<file path="config.mk">
export PLATFORM = sky130hd
export DESIGN_NAME = ldbuf_regs
export DESIGN_NICKNAME = d
export VERILOG_FILES = /design/src/ldbuf_pkg.sv /design/src/ldbuf_regs.sv /design/src/ldbuf_lock_timer.sv
export SDC_FILE = /design/constraint.sdc
export NUM_CORES = 1
export LEC_CHECK = 0
export ABC_AREA = 1
export BUFFER_PORTS_ARGS = -buffer_cell sky130_fd_sc_hd__buf_2
export CORE_MARGIN = 4
export CORE_UTILIZATION = 55
export CTS_CLUSTER_SIZE = 10
export DETAILED_ROUTE_END_ITERATION = 8
export PLACE_DENSITY_LB_ADDON = 0.2
export RECOVER_POWER = 25
export SLEW_MARGIN = 20
export SYNTH_ARGS = -nofsm -noshare
export SYNTH_HDL_FRONTEND = slang
export SYNTH_HIERARCHICAL = 1
export SYNTH_SLANG_ARGS = --single-unit
</file>
<file path="constraint.sdc">
create_clock -name aclk -period 4.65 [get_ports aclk]
set_input_delay 0.465 -clock aclk [delete_from_list [all_inputs] [get_ports aclk]]
set_output_delay 0.465 -clock aclk [all_outputs]
set_load 0.05 [all_outputs]
</file>
<file path="src/ldbuf_pkg.sv">
// package for the lock delay and shadow enable register slice
// assumes a 32-bit axi4-lite slave with word-indexed registers
package ldbuf_pkg;
    // register indices (byte address = 4 * index)
    localparam logic [7:0]  IDX_LOCK_DELAY  = 8'h3C;
    localparam logic [7:0]  IDX_RSV_A       = 8'h3D;
    localparam logic [7:0]  IDX_SHADOW_CTRL = 8'h3E;
    localparam logic [7:0]  IDX_RSV_B       = 8'h3F;
    localparam logic [7:0]  IDX_RSV_C       = 8'h40;
    localparam logic [7:0]  IDX_RSV_D       = 8'h41;
    localparam logic [7:0]  IDX_RSV_E       = 8'h42;
    localparam logic [7:0]  IDX_RSV_F       = 8'h43;
    localparam logic [7:0]  IDX_RSV_G       = 8'h44;
    localparam logic [7:0]  IDX_CTRL        = 8'h50;
    localparam logic [7:0]  IDX_IRQ_STAT    = 8'h51;
    localparam logic [7:0]  IDX_IRQ_MASK    = 8'h52;
    localparam logic [7:0]  IDX_STATUS      = 8'h53;
    localparam logic [7:0]  IDX_NUM_LO      = 8'h54;
    localparam logic [7:0]  IDX_INT_DIV     = 8'h55;
    localparam logic [7:0]  IDX_REF_CFG     = 8'h56;
    localparam logic [7:0]  IDX_MOD_ORDER   = 8'h57;
    localparam int          NUM_WORDS       = 9;
    localparam int          NUM_SHADOW      = 6;
    // reset values
    localparam logic [15:0] RST_LOCK_DELAY  = 16'h03E8;
    localparam logic [15:0] RST_RSV_A       = 16'h00A8;
    localparam logic [15:0] RST_SHADOW_CTRL = 16'h00AF;
    localparam logic [15:0] RST_RSV_B       = 16'h0000;
    localparam logic [15:0] RST_RSV_C       = 16'h1388;
    localparam logic [15:0] RST_RSV_D       = 16'h0000;
    localparam logic [15:0] RST_RSV_E       = 16'h01F4;
    localparam logic [15:0] RST_RSV_F       = 16'h0000;
    localparam logic [15:0] RST_RSV_G       = 16'h03E8;
    // shadow enable bit positions
    localparam int          BIT_MOD_ORDER   = 15;
    localparam int          BIT_FRACTION    = 14;
    localparam int          BIT_INT_DIV     = 13;
    localparam int          BIT_REF_DIVS    = 12;
    localparam int          BIT_REF_MULT    = 11;
    localparam int          BIT_REF_DBL     = 10;
    // control register bits
    localparam int          CTRL_KIND_BIT   = 0;
    localparam int          CTRL_UPDATE_BIT = 1;
    localparam int          CTRL_SWRST_BIT  = 2;
    localparam logic [31:0] CTRL_RESET      = 32'h0000_0001;
    // interrupt status bits
    localparam int          IRQ_LOCK_RISE   = 0;
    localparam int          IRQ_LOCK_FALL   = 1;
    localparam int          IRQ_UPDATE      = 2;
    localparam int          IRQ_W           = 3;
    // axi responses
    localparam logic [1:0]  RESP_OKAY       = 2'b00;
    localparam logic [1:0]  RESP_SLVERR     = 2'b10;
    // lock delay counter states
    typedef enum logic [1:0] {
        LDBUF_IDLE  = 2'b00,
        LDBUF_COUNT = 2'b01,
        LDBUF_DONE  = 2'b10
    } ldbuf_state_t;
endpackage

</file>
<file path="src/ldbuf_regs.sv">
// register slice: lock delay, shadow enables, reserved words, shadow stages
// assumes an axi4-lite master, one write and one read outstanding at most
//
// Chosen here: the AXI4-Lite register port.
`timescale 1ns/1ps
`default_nettype none
module ldbuf_regs (
    // clock and reset
    input  wire logic        aclk,
    input  wire logic        aresetn,
    input  wire logic        clk_en,
    // axi4-lite write
    input  wire logic [31:0] s_axi_awaddr,
    input  wire logic        s_axi_awvalid,
    output logic             s_axi_awready,
    input  wire logic [31:0] s_axi_wdata,
    input  wire logic [3:0]  s_axi_wstrb,
    input  wire logic        s_axi_wvalid,
    output logic             s_axi_wready,
    output logic [1:0]       s_axi_bresp,
    output logic             s_axi_bvalid,
    input  wire logic        s_axi_bready,
    // axi4-lite read
    input  wire logic [31:0] s_axi_araddr,
    input  wire logic        s_axi_arvalid,
    output logic             s_axi_arready,
    output logic [31:0]      s_axi_rdata,
    output logic [1:0]       s_axi_rresp,
    output logic             s_axi_rvalid,
    input  wire logic        s_axi_rready,
    // synthesizer core
    input  wire logic        cal_done,
    input  wire logic        qtick_pulse,
    input  wire logic        vtune_ok,
    input  wire logic        update_pulse,
    output logic             lock_detect,
    output logic [15:0]      act_num_lo,
    output logic [15:0]      act_int_div,
    output logic [7:0]       act_ref_div,
    output logic [3:0]       act_ref_mult,
    output logic             act_ref_dbl,
    output logic [2:0]       act_mod_order,
    // interrupt
    output logic             irq
);
    import ldbuf_pkg::*;

    localparam logic [15:0] RST_WORDS [NUM_WORDS] = '{RST_LOCK_DELAY, RST_RSV_A,
        RST_SHADOW_CTRL, RST_RSV_B, RST_RSV_C, RST_RSV_D, RST_RSV_E, RST_RSV_F, RST_RSV_G};

    // ---------------------------------------------------------------
    // state
    // ---------------------------------------------------------------
    logic [15:0]          word_r [NUM_WORDS];
    logic [15:0]          word_nxt [NUM_WORDS];
    logic [31:0]          ctrl_r, ctrl_nxt;
    logic [IRQ_W-1:0]     stat_r, stat_nxt, mask_r, mask_nxt;
    logic [15:0]          pnum_r, pnum_nxt, pint_r, pint_nxt, pref_r, pref_nxt;
    logic [15:0]          pmod_r, pmod_nxt;
    logic [15:0]          anum_r, anum_nxt, aint_r, aint_nxt, aref_r, aref_nxt;
    logic [15:0]          amod_r, amod_nxt;
    logic                 aw_hold_r, aw_hold_nxt, w_hold_r, w_hold_nxt;
    logic [7:0]           aw_idx_r, aw_idx_nxt;
    logic [31:0]          wd_r, wd_nxt;
    logic [3:0]           ws_r, ws_nxt;
    logic                 bvalid_r, bvalid_nxt, rvalid_r, rvalid_nxt;
    logic [1:0]           bresp_r, bresp_nxt, rresp_r, rresp_nxt;
    logic [31:0]          rdata_r, rdata_nxt;
    logic                 lock_prev_r, lock_prev_nxt;
    logic                 do_write, wr_hit, rd_hit, soft_rst, upd;
    logic [7:0]           rd_idx;
    logic [31:0]          merged, rd_val;
    logic [15:0]          sh_ctrl;
    logic                 en_int, lock_w;

    assign sh_ctrl = word_r[2];
    assign en_int  = sh_ctrl[BIT_INT_DIV];

    // ---------------------------------------------------------------
    // axi write channel
    // ---------------------------------------------------------------
    assign s_axi_awready = clk_en && !aw_hold_r && !bvalid_r;
    assign s_axi_wready  = clk_en && !w_hold_r && !bvalid_r;
    assign do_write      = aw_hold_r && w_hold_r && !bvalid_r;
    assign wr_hit        = (aw_idx_r >= IDX_LOCK_DELAY && aw_idx_r <= IDX_RSV_G) ||
                           (aw_idx_r >= IDX_CTRL && aw_idx_r <= IDX_MOD_ORDER);
    always_comb begin
        for (int b = 0; b < 4; b++) begin
            merged[b*8 +: 8] = ws_r[b] ? wd_r[b*8 +: 8] : 8'h00;
        end
    end

    always_comb begin
        aw_hold_nxt = aw_hold_r;
        w_hold_nxt  = w_hold_r;
        aw_idx_nxt  = aw_idx_r;
        wd_nxt      = wd_r;
        ws_nxt      = ws_r;
        bvalid_nxt  = bvalid_r;
        bresp_nxt   = bresp_r;
        if (s_axi_awvalid && s_axi_awready) begin
            aw_hold_nxt = 1'b1;
            aw_idx_nxt  = s_axi_awaddr[9:2];
        end
        if (s_axi_wvalid && s_axi_wready) begin
            w_hold_nxt = 1'b1;
            wd_nxt     = s_axi_wdata;
            ws_nxt     = s_axi_wstrb;
        end
        if (do_write) begin
            aw_hold_nxt = 1'b0;
            w_hold_nxt  = 1'b0;
            bvalid_nxt  = 1'b1;
            bresp_nxt   = wr_hit ? RESP_OKAY : RESP_SLVERR;
        end else if (bvalid_r && s_axi_bready) begin
            bvalid_nxt = 1'b0;
        end
    end

    // ---------------------------------------------------------------
    // register file and shadow stages
    // ---------------------------------------------------------------
    // soft reset restores the nine words and the control register to their defaults
    assign soft_rst = do_write && aw_idx_r == IDX_CTRL && ws_r[0] && wd_r[CTRL_SWRST_BIT];
    assign upd      = update_pulse ||
                      (do_write && aw_idx_r == IDX_CTRL && ws_r[0] && wd_r[CTRL_UPDATE_BIT]);

    always_comb begin
        for (int i = 0; i < NUM_WORDS; i++) begin
            word_nxt[i] = word_r[i];
            if (do_write && aw_idx_r == IDX_LOCK_DELAY + 8'(i)) begin
                word_nxt[i] = (merged[15:0] & {{8{ws_r[1]}}, {8{ws_r[0]}}}) |
                              (word_r[i] & ~{{8{ws_r[1]}}, {8{ws_r[0]}}});
            end
            if (soft_rst) begin
                word_nxt[i] = RST_WORDS[i];
            end
        end
    end

    always_comb begin
        ctrl_nxt = ctrl_r;
        mask_nxt = mask_r;
        pnum_nxt = pnum_r;
        pint_nxt = pint_r;
        pref_nxt = pref_r;
        pmod_nxt = pmod_r;
        if (do_write) begin
            unique case (aw_idx_r)
                IDX_CTRL:      ctrl_nxt = {31'h0000_0000, merged[CTRL_KIND_BIT]};
                IDX_IRQ_MASK:  mask_nxt = merged[IRQ_W-1:0];
                IDX_NUM_LO:    pnum_nxt = merged[15:0];
                IDX_INT_DIV:   pint_nxt = merged[15:0];
                IDX_REF_CFG:   pref_nxt = merged[15:0];
                IDX_MOD_ORDER: pmod_nxt = merged[15:0];
                default:       ;
            endcase
        end
        if (soft_rst) begin
            ctrl_nxt = CTRL_RESET;
        end
        amod_nxt = (!sh_ctrl[BIT_MOD_ORDER] || upd) ? pmod_r : amod_r;
        anum_nxt = (!sh_ctrl[BIT_FRACTION] || upd) ? pnum_r : anum_r;
        aint_nxt = (!en_int || upd) ? pint_r : aint_r;
        aref_nxt[7:0]   = (!(sh_ctrl[BIT_REF_DIVS] && en_int) || upd) ? pref_r[7:0] : aref_r[7:0];
        aref_nxt[11:8]  = (!(sh_ctrl[BIT_REF_MULT] && en_int) || upd) ? pref_r[11:8] : aref_r[11:8];
        aref_nxt[12]    = (!(sh_ctrl[BIT_REF_DBL] && en_int) || upd) ? pref_r[12] : aref_r[12];
        aref_nxt[15:13] = 3'h0;
    end

    // ---------------------------------------------------------------
    // interrupts
    // ---------------------------------------------------------------
    always_comb begin
        lock_prev_nxt = lock_w;
        stat_nxt      = stat_r;
        if (do_write && aw_idx_r == IDX_IRQ_STAT) begin
            stat_nxt = stat_r & ~merged[IRQ_W-1:0];
        end
        if (lock_w && !lock_prev_r) stat_nxt[IRQ_LOCK_RISE] = 1'b1;
        if (!lock_w && lock_prev_r) stat_nxt[IRQ_LOCK_FALL] = 1'b1;
        if (upd) stat_nxt[IRQ_UPDATE] = 1'b1;
    end
    assign irq = |(stat_r & mask_r);

    // ---------------------------------------------------------------
    // axi read channel
    // ---------------------------------------------------------------
    assign s_axi_arready = clk_en && !rvalid_r;
    assign rd_idx        = s_axi_araddr[9:2];
    always_comb begin
        rd_hit = 1'b1;
        rd_val = 32'h0000_0000;
        if (rd_idx >= IDX_LOCK_DELAY && rd_idx <= IDX_RSV_G) begin
            rd_val = {16'h0000, word_r[4'(rd_idx - IDX_LOCK_DELAY)]};
        end else begin
            unique case (rd_idx)
                IDX_CTRL:      rd_val = ctrl_r;
                IDX_IRQ_STAT:  rd_val = {29'h0000_0000, stat_r};
                IDX_IRQ_MASK:  rd_val = {29'h0000_0000, mask_r};
                IDX_STATUS:    rd_val = {31'h0000_0000, lock_w};
                IDX_NUM_LO:    rd_val = {16'h0000, pnum_r};
                IDX_INT_DIV:   rd_val = {16'h0000, pint_r};
                IDX_REF_CFG:   rd_val = {16'h0000, pref_r};
                IDX_MOD_ORDER: rd_val = {16'h0000, pmod_r};
                default:       rd_hit = 1'b0;
            endcase
        end
        rvalid_nxt = rvalid_r;
        rdata_nxt  = rdata_r;
        rresp_nxt  = rresp_r;
        if (s_axi_arvalid && s_axi_arready) begin
            rvalid_nxt = 1'b1;
            rdata_nxt  = rd_val;
            rresp_nxt  = rd_hit ? RESP_OKAY : RESP_SLVERR;
        end else if (rvalid_r && s_axi_rready) begin
            rvalid_nxt = 1'b0;
        end
    end

    // ---------------------------------------------------------------
    // registers
    // ---------------------------------------------------------------
    always_ff @(posedge aclk) begin
        if (!aresetn) begin
            for (int i = 0; i < NUM_WORDS; i++) word_r[i] <= RST_WORDS[i];
            ctrl_r      <= CTRL_RESET;
            mask_r      <= '0;
            stat_r      <= '0;
            {pnum_r, pint_r, pref_r, pmod_r} <= '0;
            {anum_r, aint_r, aref_r, amod_r} <= '0;
            aw_hold_r   <= 1'b0;
            w_hold_r    <= 1'b0;
            aw_idx_r    <= 8'h00;
            wd_r        <= 32'h0000_0000;
            ws_r        <= 4'h0;
            bvalid_r    <= 1'b0;
            bresp_r     <= RESP_OKAY;
            rvalid_r    <= 1'b0;
            rdata_r     <= 32'h0000_0000;
            rresp_r     <= RESP_OKAY;
            lock_prev_r <= 1'b0;
        end else if (clk_en) begin
            for (int i = 0; i < NUM_WORDS; i++) word_r[i] <= word_nxt[i];
            ctrl_r      <= ctrl_nxt;
            mask_r      <= mask_nxt;
            stat_r      <= stat_nxt;
            {pnum_r, pint_r, pref_r, pmod_r} <= {pnum_nxt, pint_nxt, pref_nxt, pmod_nxt};
            {anum_r, aint_r, aref_r, amod_r} <= {anum_nxt, aint_nxt, aref_nxt, amod_nxt};
            aw_hold_r   <= aw_hold_nxt;
            w_hold_r    <= w_hold_nxt;
            aw_idx_r    <= aw_idx_nxt;
            wd_r        <= wd_nxt;
            ws_r        <= ws_nxt;
            bvalid_r    <= bvalid_nxt;
            bresp_r     <= bresp_nxt;
            rvalid_r    <= rvalid_nxt;
            rdata_r     <= rdata_nxt;
            rresp_r     <= rresp_nxt;
            lock_prev_r <= lock_prev_nxt;
        end
    end

    assign s_axi_bvalid  = bvalid_r;
    assign s_axi_bresp   = bresp_r;
    assign s_axi_rvalid  = rvalid_r;
    assign s_axi_rdata   = rdata_r;
    assign s_axi_rresp   = rresp_r;
    assign act_num_lo    = anum_r;
    assign act_int_div   = aint_r;
    assign act_ref_div   = aref_r[7:0];
    assign act_ref_mult  = aref_r[11:8];
    assign act_ref_dbl   = aref_r[12];
    assign act_mod_order = amod_r[2:0];

    // ---------------------------------------------------------------
    // lock delay timer
    // ---------------------------------------------------------------
    // lock detect
    ldbuf_lock_timer u_timer (
        .aclk        (aclk),
        .aresetn     (aresetn),
        .clk_en      (clk_en),
        .cal_done    (cal_done),
        .qtick_pulse (qtick_pulse),
        .delay_count (word_r[0]),
        .detect_kind (ctrl_r[CTRL_KIND_BIT]),
        .vtune_ok    (vtune_ok),
        .lock_detect (lock_w)
    );
    assign lock_detect = lock_w;
endmodule // ldbuf_regs
`default_nettype wire

</file>
<file path="src/ldbuf_lock_timer.sv">
// lock delay timer: counts quarter pfd ticks after calibration ends
// assumes qtick_pulse is a one-cycle pulse in the aclk domain
`timescale 1ns/1ps
`default_nettype none
module ldbuf_lock_timer (
    // clock and reset
    input  wire logic        aclk,
    input  wire logic        aresetn,
    input  wire logic        clk_en,
    // control
    input  wire logic        cal_done,
    input  wire logic        qtick_pulse,
    input  wire logic [15:0] delay_count,
    input  wire logic        detect_kind,
    input  wire logic        vtune_ok,
    // result
    output logic             lock_detect
);
    import ldbuf_pkg::*;

    ldbuf_state_t state_r, state_nxt;
    logic [15:0]  cnt_r, cnt_nxt;
    logic         lock_r, lock_nxt;

    always_comb begin
        state_nxt = state_r;
        cnt_nxt   = cnt_r;
        unique case (state_r)
            LDBUF_IDLE: begin
                cnt_nxt = 16'h0000;
                if (cal_done) begin
                    state_nxt = (delay_count == 16'h0000) ? LDBUF_DONE : LDBUF_COUNT;
                end
            end
            LDBUF_COUNT: begin
                if (!cal_done) begin
                    state_nxt = LDBUF_IDLE;
                end else if (qtick_pulse) begin
                    cnt_nxt = cnt_r + 16'h0001;
                    if (cnt_nxt >= delay_count) begin
                        state_nxt = LDBUF_DONE;
                    end
                end
            end
            LDBUF_DONE: begin
                if (!cal_done) begin
                    state_nxt = LDBUF_IDLE;
                end
            end
            default: state_nxt = LDBUF_IDLE;
        endcase
        lock_nxt = (state_nxt == LDBUF_DONE) && (!detect_kind || vtune_ok);
    end

    always_ff @(posedge aclk) begin
        if (!aresetn) begin
            state_r <= LDBUF_IDLE;
            cnt_r   <= 16'h0000;
            lock_r  <= 1'b0;
        end else if (clk_en) begin
            state_r <= state_nxt;
            cnt_r   <= cnt_nxt;
            lock_r  <= lock_nxt;
        end
    end

    assign lock_detect = lock_r;
endmodule // ldbuf_lock_timer
`default_nettype wire

</file>
==> qor.csv <==
stage;metric;value;unit
status;status;finished, violations left;
status;failing checks;max-capacitance violations, max-slew violations;
cells_and_area;Layout area overhead;10.0;%
clock_network;H-tree levels;2;
logic_synthesis;fraction of registers with async set or reset after synthesis;0;%
die;Die Span X;180;um
critical_path;Worst Path Max Fanout;56;
die;io pins;203;
global_route;first-pass GRT wire length;74400;um
sta;Max transition margin;-37.6;%
sta;Final Hold Vio Count;0;
placed_design;Final GP Congestion;0.951;
cells_and_area;Fill cells;2616;
clock_network;CTS Root Cell;clkbuf_16;
sta;Final Skew;14.6;ps
routing;drt via density;5.68;
logic_synthesis;synth warn;6;
hold_path;HP Class;in2reg;
critical_path;critical path launch point type;primary input;
logic_synthesis;count leader, synth;nand2_1;
placed_design;Port Buffer Count;118;
sta;max-slew violation count;57;
clock_network;CTS Buffer Depth;3;
routing;final WL;47700;um
die;FP Rows;62;
placed_design;placed cell areas;17000;um^2
logic_synthesis;top post-synthesis cells by area;edfxtp_1 27%, dfxtp_1 23%, nand2_1 11%, a21oi_1 8.0%, nor2_1 6.8%;
logic_synthesis;post-synth top area cell;edfxtp_1;
routing;DR pass1 iterations;6;
cells_and_area;finished layout cell area;17900;um^2
die;die area;32400;um^2
cells_and_area;# diodes;0;
die;core area;28900;um^2
logic_synthesis;Cell variety after synth;47;
global_route;vias in the first global route;13300;
sta;Slew @ Worst Pin;2060;ps
logic_synthesis;Mapped Area;16300;um^2
sta;RSZ-0062 raised after global routing;no;
logic_synthesis;syn_area_per_cell;7.84;um^2
flow_run;Max-cap violations;1;
placed_design;Post-DP HPWL;32800;um
logic_synthesis;Commonest cells post-synth;458 x nand2_1, 293 x nor2_1, 261 x a21oi_1;
sta;setup TNS;0;ps
logic_synthesis;Top FF cell, synth;dfxtp_1;
die;starting density of the core;56.3;%
cells_and_area;layout cell share with drive strength beyond 1;7.92;%
routing;Routed Antenna Nets;0;
global_route;gr usage total;28.3;%
pwr;P per Cell Area;370;nW/um^2
clock_network;count of hold-fix buffers inserted at cts;0;
logic_synthesis;Mapped Cells;2076;
sta;min Tclk post-route;3520;ps
global_route;pin count of the biggest net entering global routing;73;
sta;Max Clk Rate;284;MHz
clock_network;Inserted Clock Buffers;39;
routing;# DRC;0;
routing;routed vias;14500;
critical_path;CP Capture Type;flop;
clock_network;post-CTS setup buffer count;0;
pwr;Leak Pwr;7.48;nW
clock_network;CTS tree;built;
global_route;grt total ovfl;0;
die;Chip Height;180;um
cells_and_area;Layout Nets;2285;
logic_synthesis;post-synth top area share;26.6;%
critical_path;WS Path Type;in2reg;
routing;1st-iter DRT viols;1529;
critical_path;r2r worst-path depth;5;
clock_network;Clock transition at path regs;50;ps
logic_synthesis;synthesized flop and latch total;331;
critical_path;critical path arrival;3980;ps
critical_path;Req. time, crit path;5110;ps
global_route;initial antenna violation count;1;
clock_network;Sink Count;331;
logic_synthesis;sequential element share of the synthesized area;49.6;%
hold_path;WHS Path Cells;3;
clock_network;Resized cells post-CTS;0;
sta;Final period util;75.7;%
clock_network;Clock Latency Late Sink;520;ps
pwr;worst vdd ir;0.000232;V
logic_synthesis;Post-synth EDFFs;144;
routing;DR WL/cell;18.6;um
sta;setup violators final;0;
## critical path: stages
cell	delay, ps
clkbuf_1	750
clkbuf_1	1540
clkinv_1	470
buf_4	390
a21oi_1	170
o21a_1	140
## state kept, by name, indices dropped and copies added (netlist names), 2 cells and up
register	flops
u_timer/state_r	2
wd_r	16
ws_r	2
pnum_r	16
aw_idx_r	8
amod_r	3
aref_r	13
pref_r	16
s_axi_rdata	16
u_timer/cnt_r	16
act_num_lo	16
act_int_div	16
mask_r	3
stat_r	3
pint_r	16
word_r	144
pmod_r	16
## final cells by class
class | count | area, um^2 | area share (%)
Sequential cell | 331 | 8070 | 45.0
Multi-Input combinational cell | 1458 | 6920 | 38.6
Clock buffer | 59 | 1050 | 5.87
Timing Repair Buffer | 149 | 726 | 4.05
Inverter | 173 | 652 | 3.64
Tap cell | 384 | 480 | 2.68
Clock inverter | 3 | 16.3 | 0.0908
## kinds of logic (layout without fill, tap and decap cells)
family | after synthesis | after routing | share of synthesized area [%]
AOI/OAI and AO/OA | 449 | 449 | 14.4
xor gates and xnor gates | 10 | 10 | 0.630
adders and majority gates | 21 | 21 | 1.61
buffers and inverters | 304 | 384 | 8.39
DFF | 331 | 331 | 49.6
other | 1 | 18 | 0.0230
and+or+nand+nor | 960 | 960 | 25.4
## per-layer routing
metal | vias to the layer above | part of all wire, % | GRT usage (%)
li1 | 6973 | - | -
met1 | 6738 | 42 | 41.1
met2 | 701 | 44 | 43.8
met3 | 103 | 11 | 5.39
met4 | 2 | 3.0 | 7.89
met5 | - | 0.027 | 0
## cells in the final DEF (no fill, tap or decap), drive strengths merged
cell / instances
a21oi: 264
inv: 165
conb: 18
clkinv: 11
nor4: 2
o311ai: 1
a211oi: 2
buf: 75
o211ai: 8
o21a: 16
nor2: 314
and2: 2
edfxtp: 144
xor2: 8
o2111ai: 1
or2: 2
dfxtp: 187
nand2: 466
nand4: 26
ha: 21
nor3: 13
nand3: 129
o21ai: 150
o31ai: 4
clkbuf: 133
nand3b: 6
xnor2: 2
o21bai: 3
## stage by stage
stage          setup slack, ps  hold WS, ps  cells  power [mW]  util (%)
2_1_floorplan             1200          425   2093        3.82         -
6_report                  1130          203   2557        6.62      61.9
5_1_grt                    889          216   2557        6.86      61.9
3_5_place_dp              1770          442   2495        4.01      58.6
4_1_cts                   1850          198   2557        6.65      62.3
3_3_place_gp              1810          434   2494        4.00      58.6
## power by group
group          switching, mW  leakage, nW  internal [mW]  total (mW)
clock network           1.12        0.512           1.54        2.66
logic                  0.556         4.05          0.183       0.739
registers             0.0720         2.91           3.15        3.22
total                   1.75         7.48           4.87        6.62
## final timing paths
path,slack (ps),end,start
worst max-delay path,1130,pnum_r[6]$_SDFFE_PN0P_,aresetn
worst min-delay path,200,wd_r[11]$_SDFFE_PN0P_,s_axi_wdata[11]
worst max register to register,1240,word_r[5][5]$_SDFFCE_PP0P_,ws_r[0]$_SDFFE_PN0P_
worst min register to register,450,pref_r[14]$_SDFFE_PN0P_,pref_r[14]$_SDFFE_PN0P_
(Power assumes the default switching activity.)
